[src/asbs_defines.svh]
// Constants of the ALU status and bank select register.
// Assumes inclusion by bare name from the design and the bench.
`ifndef ASBS_DEFINES_SVH
`define ASBS_DEFINES_SVH
// Register index and byte address on the APB
`define ASBS_STATUS_IDX       12'h003
`define ASBS_STATUS_ADDR      12'h00c
// Field positions
`define ASBS_BIT_IND          7
`define ASBS_BIT_DHI          6
`define ASBS_BIT_DLO          5
`define ASBS_BIT_TO           4
`define ASBS_BIT_PD           3
`define ASBS_BIT_Z            2
`define ASBS_BIT_DC           1
`define ASBS_BIT_C            0
// Bits software may write, bits a flag-affecting op owns
`define ASBS_SW_MASK          8'he7
`define ASBS_FLAG_MASK        8'h07
// Power-up value: both reset-cause flags high
`define ASBS_STATUS_RST       8'h18
// Bank geometry
`define ASBS_BANK_BYTES       9'h080
`define ASBS_IND_BASE_HI      9'h100
`endif

[src/asbs_pkg.sv]
// Types of the ALU status and bank select register.
// Assumes the defines header is on the include path.
package asbs_pkg;
   // Operation class reported by the core sequencer
   typedef enum logic [2:0] {
      asbs_op_add,
      asbs_op_sub,
      asbs_op_rotl,
      asbs_op_rotr,
      asbs_op_logic,
      asbs_op_move
   } asbs_op_t;
endpackage

[src/asbs_status.sv]
// ALU flag, reset-cause and bank select status register with APB access.
// Assumes a core that issues one operation pulse with operands per cycle
// and single-cycle pulses for watchdog clear, sleep and watchdog time-out.
`timescale 1ns/1ps
`default_nettype none
`include "asbs_defines.svh"

module asbs_status #(
   parameter int ADDR_W = 12,                  // APB address width
   parameter int DATA_W = 8                    // ALU operand width
) (
   input  wire logic              pclk,        // Clock, 50 MHz
   input  wire logic              presetn,     // Power-up reset, low
   input  wire logic              psel,        // APB select
   input  wire logic              penable,     // APB access phase
   input  wire logic              pwrite,      // APB write
   input  wire logic [ADDR_W-1:0] paddr,       // APB byte address
   input  wire logic [31:0]       pwdata,      // APB write data
   output logic [31:0]            prdata,      // APB read data
   output logic                   pready,      // APB ready
   output logic                   pslverr,     // APB error, unmapped
   input  wire logic              op_valid,    // Core operation pulse
   input  wire asbs_pkg::asbs_op_t op_code,    // Operation class
   input  wire logic [DATA_W-1:0] op_a,        // First operand
   input  wire logic [DATA_W-1:0] op_b,        // Second operand/value
   input  wire logic              op_dest_stat,// Result goes to status
   input  wire logic              wdt_clear,   // Watchdog clear pulse
   input  wire logic              sleep_req,   // Sleep pulse
   input  wire logic              wdt_timeout, // Watchdog time-out pulse
   output logic [DATA_W-1:0]      alu_result,  // Last operation result
   output logic [7:0]             status,      // Whole status byte
   output logic                   indirect_bank_select,  // Indirect bit
   output logic                   direct_bank_select_hi, // Direct high
   output logic                   direct_bank_select_lo, // Direct low
   output logic                   timeout_flag,          // Time-out
   output logic                   powerdown_flag,        // Power-down
   output logic                   zero_flag,             // Zero
   output logic                   digit_carry_flag,      // Digit carry
   output logic                   carry_flag,            // Carry
   output logic [8:0]             direct_bank_base,      // Direct base
   output logic [8:0]             indirect_bank_base     // Indirect base
);

   // Elaboration checks
   initial begin
      // The status data path takes result bits 7:5, so a byte is needed
      if (DATA_W < 8) begin
         $error("asbs_status: DATA_W must be at least 8");
      end
      if (ADDR_W < 4) begin
         $error("asbs_status: ADDR_W must be at least 4");
      end
   end

   // Operating notes for integrators
   // - One operation pulse per cycle from the core
   // - Operands and class matter with the pulse only
   // - Results land at the edge that takes the pulse
   // - Flags and result visible one cycle later
   // - Back to back operations need no gap
   // - A rotate reads the carry held before it
   // - Status write by the core beats an APB write
   // - Computed flags beat any data write
   // - Reset-cause bits never follow written data
   // - Setting events beat a watchdog time-out
   // - Watchdog clear beats a sleep in one cycle
   // - Event pulses last one cycle each
   // - A held event pulse reapplies every cycle
   // - APB slave answers with no wait states
   // - Ready is tied high for that reason
   // - Read data is the status at the setup cycle
   // - A core update in that cycle shows next read
   // - Unmapped addresses answer with an error
   // - Unmapped writes are dropped and answer with an error
   // - Unmapped reads return zero
   // - Upper 24 data bits read zero
   // - Upper 24 data bits ignored on write
   // - Address decode is a full compare
   // - Bank bases come from registered bits
   // - Bank bases settle one cycle after a write
   // - Zero, digit carry and carry reset low
   // - Bank select bits reset low, bank 0 direct
   // - Indirect base resets to the low half
   // - Both reset-cause bits reset high
   // - Rotates touch only the carry flag
   // - Logic class touches only the zero flag
   // - Moves touch no flag unless status is the destination
   // - Illegal codes change nothing unless status is the destination
   // - Subtract flags read as no-borrow when high
   // - Digit carry is taken from a nibble adder
   // - The nibble adder sees the same carry in
   // - Wider operands keep status on the low byte

   // Status and result state
   logic [7:0]        stat_q;
   logic [7:0]        stat_d;
   logic [DATA_W-1:0] res_q;
   logic [DATA_W-1:0] res_d;
   logic [31:0]       rdata_q;
   logic [31:0]       rdata_d;
   logic [DATA_W-1:0] b_eff;
   logic              cin;
   logic [DATA_W:0]   sum;
   logic [4:0]        nib;
   logic              hit;
   logic              apb_wr;
   logic              apb_setup;
   logic              fl_z;
   logic              fl_dc;
   logic              fl_c;
   logic              fl_en;
   logic [2:0]        fl_upd;

   // APB decode
   assign hit       = (paddr == ADDR_W'(`ASBS_STATUS_ADDR));
   assign apb_setup = psel & ~penable;
   assign apb_wr    = psel & penable & pwrite & hit;
   assign pready    = 1'b1;
   assign pslverr   = psel & penable & ~hit;

   // Adder: subtraction adds the two's complement
   // One shared adder serves add and subtract
   // Carry in of one completes the complement
   // The nibble sum gives the digit carry
   always_comb begin
      b_eff = op_b;
      cin   = 1'b0;
      if (op_code == asbs_pkg::asbs_op_sub) begin
         b_eff = ~op_b;
         cin   = 1'b1;
      end
      sum = {1'b0, op_a} + {1'b0, b_eff} + {{DATA_W{1'b0}}, cin};
      nib = {1'b0, op_a[3:0]} + {1'b0, b_eff[3:0]} + {4'h0, cin};
   end

   // Result and flags of the current operation
   // Flags default to their held values
   // Update mask: bit 2 zero, bit 1 digit, bit 0 carry
   // Result holds when no operation is taken
   always_comb begin
      res_d  = res_q;
      fl_z   = stat_q[`ASBS_BIT_Z];
      fl_dc  = stat_q[`ASBS_BIT_DC];
      fl_c   = stat_q[`ASBS_BIT_C];
      fl_upd = 3'h0;
      if (op_valid) begin
         unique case (op_code)
            asbs_pkg::asbs_op_add,
            asbs_pkg::asbs_op_sub: begin
               res_d  = sum[DATA_W-1:0];
               fl_c   = sum[DATA_W];
               fl_dc  = nib[4];
               fl_z   = (sum[DATA_W-1:0] == '0);
               fl_upd = 3'h7;
            end
            asbs_pkg::asbs_op_rotl: begin
               res_d  = {op_a[DATA_W-2:0], stat_q[`ASBS_BIT_C]};
               fl_c   = op_a[DATA_W-1];
               fl_upd = 3'h1;
            end
            asbs_pkg::asbs_op_rotr: begin
               res_d  = {stat_q[`ASBS_BIT_C], op_a[DATA_W-1:1]};
               fl_c   = op_a[0];
               fl_upd = 3'h1;
            end
            asbs_pkg::asbs_op_logic: begin
               res_d  = op_b;
               fl_z   = (op_b == '0);
               fl_upd = 3'h4;
            end
            asbs_pkg::asbs_op_move: begin
               res_d  = op_b;
            end
            // Unused codes hold result and flags
            default: begin
               res_d  = res_q;
            end
         endcase
      end
      fl_en = (fl_upd != 3'h0);
   end

   // Status next value
   // Order of the steps below sets priority
   // APB write first, core write over it
   // Computed flags over both data writes
   // Reset-cause events last of all
   always_comb begin
      stat_d = stat_q;
      // Software write touches only bank and ALU flag bits
      if (apb_wr) begin
         stat_d = (stat_q & ~`ASBS_SW_MASK) | (pwdata[7:0] & `ASBS_SW_MASK);
      end
      // Core write with status as destination
      if (op_valid && op_dest_stat) begin
         if (fl_en) begin
            // Flag bits hold or come from the op, not the data
            stat_d = (stat_q & ~8'he0) | (res_d[7:0] & 8'he0);
         end else begin
            stat_d = (stat_q & ~`ASBS_SW_MASK) | (res_d[7:0] & `ASBS_SW_MASK);
         end
      end
      // Flags computed by the operation win over any data write
      if (fl_upd[2]) begin
         stat_d[`ASBS_BIT_Z] = fl_z;
      end
      if (fl_upd[1]) begin
         stat_d[`ASBS_BIT_DC] = fl_dc;
      end
      if (fl_upd[0]) begin
         stat_d[`ASBS_BIT_C] = fl_c;
      end
      // Reset-cause events; a setting event wins over time-out
      if (wdt_timeout) begin
         stat_d[`ASBS_BIT_TO] = 1'b0;
      end
      if (sleep_req) begin
         stat_d[`ASBS_BIT_TO] = 1'b1;
         stat_d[`ASBS_BIT_PD] = 1'b0;
      end
      if (wdt_clear) begin
         stat_d[`ASBS_BIT_TO] = 1'b1;
         stat_d[`ASBS_BIT_PD] = 1'b1;
      end
   end

   // Read data captured in the setup cycle
   // Value stands through the access phase
   always_comb begin
      rdata_d = rdata_q;
      if (apb_setup) begin
         rdata_d = hit ? {24'h0, stat_q} : 32'h0;
      end
   end

   // State registers; power-up sets both reset-cause flags
   always_ff @(posedge pclk or negedge presetn) begin
      if (!presetn) begin
         stat_q  <= `ASBS_STATUS_RST;
         res_q   <= '0;
         rdata_q <= 32'h0;
      end else begin
         stat_q  <= stat_d;
         res_q   <= res_d;
         rdata_q <= rdata_d;
      end
   end

   // Bank base addresses for the data-memory decoder
   always_comb begin
      unique case (stat_q[`ASBS_BIT_DHI:`ASBS_BIT_DLO])
         2'b00: begin
            direct_bank_base = 9'h000;
         end
         2'b01: begin
            direct_bank_base = `ASBS_BANK_BYTES;
         end
         2'b10: begin
            direct_bank_base = 9'(2 * `ASBS_BANK_BYTES);
         end
         2'b11: begin
            direct_bank_base = 9'(3 * `ASBS_BANK_BYTES);
         end
      endcase
      // Indirect access picks the upper or lower half
      indirect_bank_base = stat_q[`ASBS_BIT_IND] ? `ASBS_IND_BASE_HI : 9'h000;
   end

   // Outputs from flip-flops
   assign prdata                = rdata_q;
   assign alu_result            = res_q;
   assign status                = stat_q;
   assign indirect_bank_select  = stat_q[`ASBS_BIT_IND];
   assign direct_bank_select_hi = stat_q[`ASBS_BIT_DHI];
   assign direct_bank_select_lo = stat_q[`ASBS_BIT_DLO];
   assign timeout_flag          = stat_q[`ASBS_BIT_TO];
   assign powerdown_flag        = stat_q[`ASBS_BIT_PD];
   assign zero_flag             = stat_q[`ASBS_BIT_Z];
   assign digit_carry_flag      = stat_q[`ASBS_BIT_DC];
   assign carry_flag            = stat_q[`ASBS_BIT_C];

endmodule // asbs_status
`default_nettype wire

[config.mk]
export PLATFORM = sky130hd
export DESIGN_NAME = asbs_status
export DESIGN_NICKNAME = d
export VERILOG_FILES = /design/src/asbs_pkg.sv /design/src/asbs_status.sv
export VERILOG_INCLUDE_DIRS = /design/src /design/src/src
export SDC_FILE = /design/constraint.sdc
export NUM_CORES = 1
export LEC_CHECK = 0
export ABC_AREA = 1
export BUFFER_PORTS_ARGS = -buffer_cell sky130_fd_sc_hd__buf_4
export CAP_MARGIN = 25
export CORE_ASPECT_RATIO = 1.4
export CORE_MARGIN = 2
export CORE_UTILIZATION = 43
export DETAILED_ROUTE_END_ITERATION = 8
export GPL_TIMING_DRIVEN = 0
export PLACE_DENSITY_LB_ADDON = 0.05
export SETUP_SLACK_MARGIN = 0.3
export SLEW_MARGIN = 20
export SYNTH_ARGS = -nofsm -noshare
export SYNTH_HDL_FRONTEND = slang
export SYNTH_SLANG_ARGS = --single-unit
export TNS_END_PERCENT = 100
[constraint.sdc]
create_clock -name pclk -period 1.3 [get_ports pclk]
set_input_delay 0.195 -clock pclk [delete_from_list [all_inputs] [get_ports pclk]]
set_output_delay 0.195 -clock pclk [all_outputs]
set_load 0.1 [all_outputs]
==> impl_results.md <==
- Stages on worst setup path: 16
- Antenna fix cells: 0
- Biggest area contributors in the synthesized netlist: sky130_fd_sc_hd__dfrtp_1 (24%), sky130_fd_sc_hd__buf_4 (16%), sky130_fd_sc_hd__nand2_1 (12%), sky130_fd_sc_hd__inv_1 (5.8%), sky130_fd_sc_hd__nor2_1 (4.4%)
- Total instance count after detailed placement: 520
- Post-synthesis mux area share: 0%
- Die boundary height: 90.95 microns
- Rel. slew slack: approximately 60%
- Master cell of the clock root buffer: sky130_fd_sc_hd__clkbuf_8
- Number of endpoints failing setup at the final stage: 25
- Worst clock skew: ~0.0021 ns
- Post-layout utilization of the core: 84.95%
- Post-Layout Cell Count: 550
- Peak clock frequency supported by timing: 506.5 MHz
- Register-to-register setup slack: around 0.030 ns
- Slew @ Worst Pin: 0.5946 ns
- Sequential fraction of design power: 19.7%
- Total clock buffers created by CTS: 3
- Critical Path Sink Type: register
- Slowest library cell on the worst path: sky130_fd_sc_hd__ha_2
- Fraction of power spent switching nets: 51.93%
- Dominant combinational cell family by area after synthesis: simple AND/OR/NAND/NOR gates
- Worst setup path startpoint: op_code[1]
- Area growth, synth to finish: 90.14%
- Overall track demand over capacity in global routing: 27.36%
- Portion of the clock cycle consumed by the worst path in the final layout: 151.9%
- Detail Placement HPWL: 5535 microns
- Max incr delay on CP: 0.35 ns
- Final critical path time including I/O delays and setup: 1.974 ns
- Area of all placed cells without fillers: 4415 sq um
- R2R Path End: status[7]
- Maximum vdd drop: 673.9 uV
- Ys Warns: 0
- Critical path startpoint category: input port
- Horizontal die dimension: 66.11 microns
- Antenna violations before repair: 0
- Post-synthesis instance area: 2322 sq um
- Top_reg_cell synth: sky130_fd_sc_hd__dfrtp_1
- Number of cells produced by synthesis: 336
- Leading cell types in the layout, fill and taps excluded: sky130_fd_sc_hd__buf_4 (98), sky130_fd_sc_hd__nand2_1 (53), sky130_fd_sc_hd__buf_12 (46)
- Number of max-cap violations: 0
- Sequential-to-total area share from yosys stat: 25.97%
- Count of input and output buffers: 80
- Worst path required time: 1.51 ns
- Standard-cell row count: 31
- Hold Crit Class: input port to register
- Clock tree buffer depth: 2
- Total Die Area: 6013 sq um
- Largest area contributor in the synthesized netlist: sky130_fd_sc_hd__dfrtp_1
- EDFF count, synth: 0
- Leakage dissipation: 2.224 nW
- Routed length per instance: 16.45 microns
- Switching power: 2.667 mW
- Count of final max-slew check failures: 0
- DRC violations left: 0
- DRT Pass-1 Iters: 4
- Post-synthesis xor/xnor area fraction: 3.017%
- Initial cell density of the core: approximately 45%
- End point of the critical path: status[2]
- Endpoints failing hold: 0
- Share of total power in combinational logic: 70.2%
- Crit Path Category: input port to register
- Cell breakdown of the critical path: buf_8, nor2_4, nand2_4, xor2_1, ha_2, nand2_2, nand3_2, nand2_2, nand2_2, nor2_1, nand3_1, nor2_1, nand3_2, nand2_1, nand2_1, nand2_1
- Residual antenna-violating net count after detailed routing: 0
- Drt via density: ~4.9
- Starting DRC count in detailed routing: 102
- Synth async-reset ratio: 100.0%
- Beginning of the worst register-to-register path: status[0]
- Adder-cell area share of the yosys netlist: 5.172%
- Internal cell power: roughly 2.5 mW
- Most common library cell in the layout ignoring fill and taps: sky130_fd_sc_hd__buf_4
- Average cell area after synthesis: 6.911 sq um
- Via count of the first global-routing pass: 2675
- Residual overflow from global routing: 0
- Source-to-sink clock delay at the later pin of the worst-skew pair: 0.27 ns
- Depth of the worst register-to-register path: 4
- Via count of the routed design: 2686
- Synthesized-area fraction occupied by ao, oa, aoi and oai cells: 13.52%
- H-tree Lvls: 1
- Maximum net fanout on the critical path: 5
- Number of distinct library cells after synthesis: 41
- RSZ-0062 raised after global routing: true
- Final wirelength: between 9000 and 10000 microns
- Synthesized-area fraction occupied by and/or/nand/nor cells: 28.50%
- TritonCTS clock tree: done
- Buffers and inverters on the worst path: 1
- Nets: between 500 and 600
- Total I/O pin count: 149
- Largest delay contributor family on the critical path: simple AND/OR/NAND/NOR gates
- Clock tree sinks: 24
- Pin count of the biggest net entering global routing: 25
- Share of power burned in the clock network: 10.2%
- Clock transition time at the flip-flop clock pins of the worst setup and hold paths: 0.09 ns
- Failing checks: setup timing
- Share of the synthesized area in the top cell type: 23.71%
- Instance area after placement: 3412 sq um
- Final setup slack of the worst path: -0.6745 ns
- Total power density per cell area: 1163 nW/um^2
- Number of register bits inferred by synthesis: 24
- Area of the core region: 5197 sq um
- Share of cells above drive strength 1: 55.17%
- Global-route wire length before repair: around 13000 microns
- Crit path arrival time: around 2.2 ns
- Status: finished, violations left
- Last weighted congestion value of the routability-driven placer: 0.8873
[state kept, by name, summed over array words and instances (netlist names)]
signal / flops
status: 8
alu_result: 8
prdata: 8
[per-stage QoR]
step           hold slack (ns)  worst slack (ns)  power [mW]  TNS [ns]
2_1_floorplan          -0.1006           -0.6763       3.271    -7.480
3_3_place_gp            0.1101            -1.160       3.742    -11.80
3_5_place_dp            0.1122            -1.158       3.765    -12.06
5_1_grt                0.04907           -0.7004       5.304    -7.180
4_1_cts                0.06716           -0.5982       4.835    -5.535
6_report               0.05541           -0.6745       5.136    -5.923
[metal layers]
metal	vias up	track usage (%)	part of all wire (%)
met2	111	53.00	57
met3	25	4.089	5.0
met4	0	9.524	3.4
li1	1292	-	-
met5	-	0	0
met1	1258	28.41	34
[layout make-up]
type / count / area (sq um)
Tap cell: 66 / 82.58
Timing Repair Buffer: 106 / 1323
Clock buffer: 4 / 55.05
Fill cell: 290 / 782.0
Inverter: 41 / 156.4
Sequential cell: 24 / 650.6
Buffer: 53 / 549.3
Multi-Input combinational cell: 256 / 1599
[worst min path at each step]
stage	from	end	slack, ns	depth (start not counted)
global placement	presetn	status[6]	0.11	1
floorplan	presetn	alu_result[0]	-0.10	0
detailed placement	presetn	status[6]	0.11	1
finish	wdt_timeout	status[4]	0.06	2
global route	wdt_timeout	status[4]	0.05	2
CTS	wdt_timeout	status[4]	0.07	2
[synth_stat cells, drive strengths merged (2+ instances only)]
cell	n
dfrtp	22
conb	2
o22ai	4
nand4	8
nand3	21
ha	8
xor2	8
a221oi	3
clkbuf	2
and2	3
a31oi	2
dfstp	2
or2	4
o21bai	2
inv	41
nand2	74
nor3	5
o21ai	21
nor2	30
buf	51
a21oi	14
a22oi	2
[repair_timing]
item / 4_1_cts / 5_1_grt
gates resized for setup: 136 / 44
buffers inserted: 15 / 10
hold endpoints to repair: 22 / 0
setup endpoints to repair: 55 / 59
cloned: 0 / 0
pin swaps: 26 / 30
hold buffers: 1 / 0
[cells by family (layout without fill, tap and decap cells)]
| group | Yosys count | in the layout |
|---|---|---|
| buffers and inverters | 94 | 204 |
| other | 2 | 40 |
| and+or+nand+nor | 146 | 146 |
| adders and majority gates | 9 | 9 |
| AOI/OAI and AO/OA | 53 | 53 |
| DFF | 24 | 24 |
| xor gates and xnor gates | 8 | 8 |
[power by group through the flow]
stage / Combinational (mW) / Clock, mW / Sequential, mW
final: 3.60 / 0.523 / 1.01
after global routing: 3.73 / 0.560 / 1.02
after CTS: 3.32 / 0.511 / 1.00
after detailed placement: 2.78 / 0 / 0.983
after global placement: 2.76 / 0 / 0.979
after floorplan: 1.72 / 0 / 1.55
Note: power is estimated with default switching activity, not from simulation.
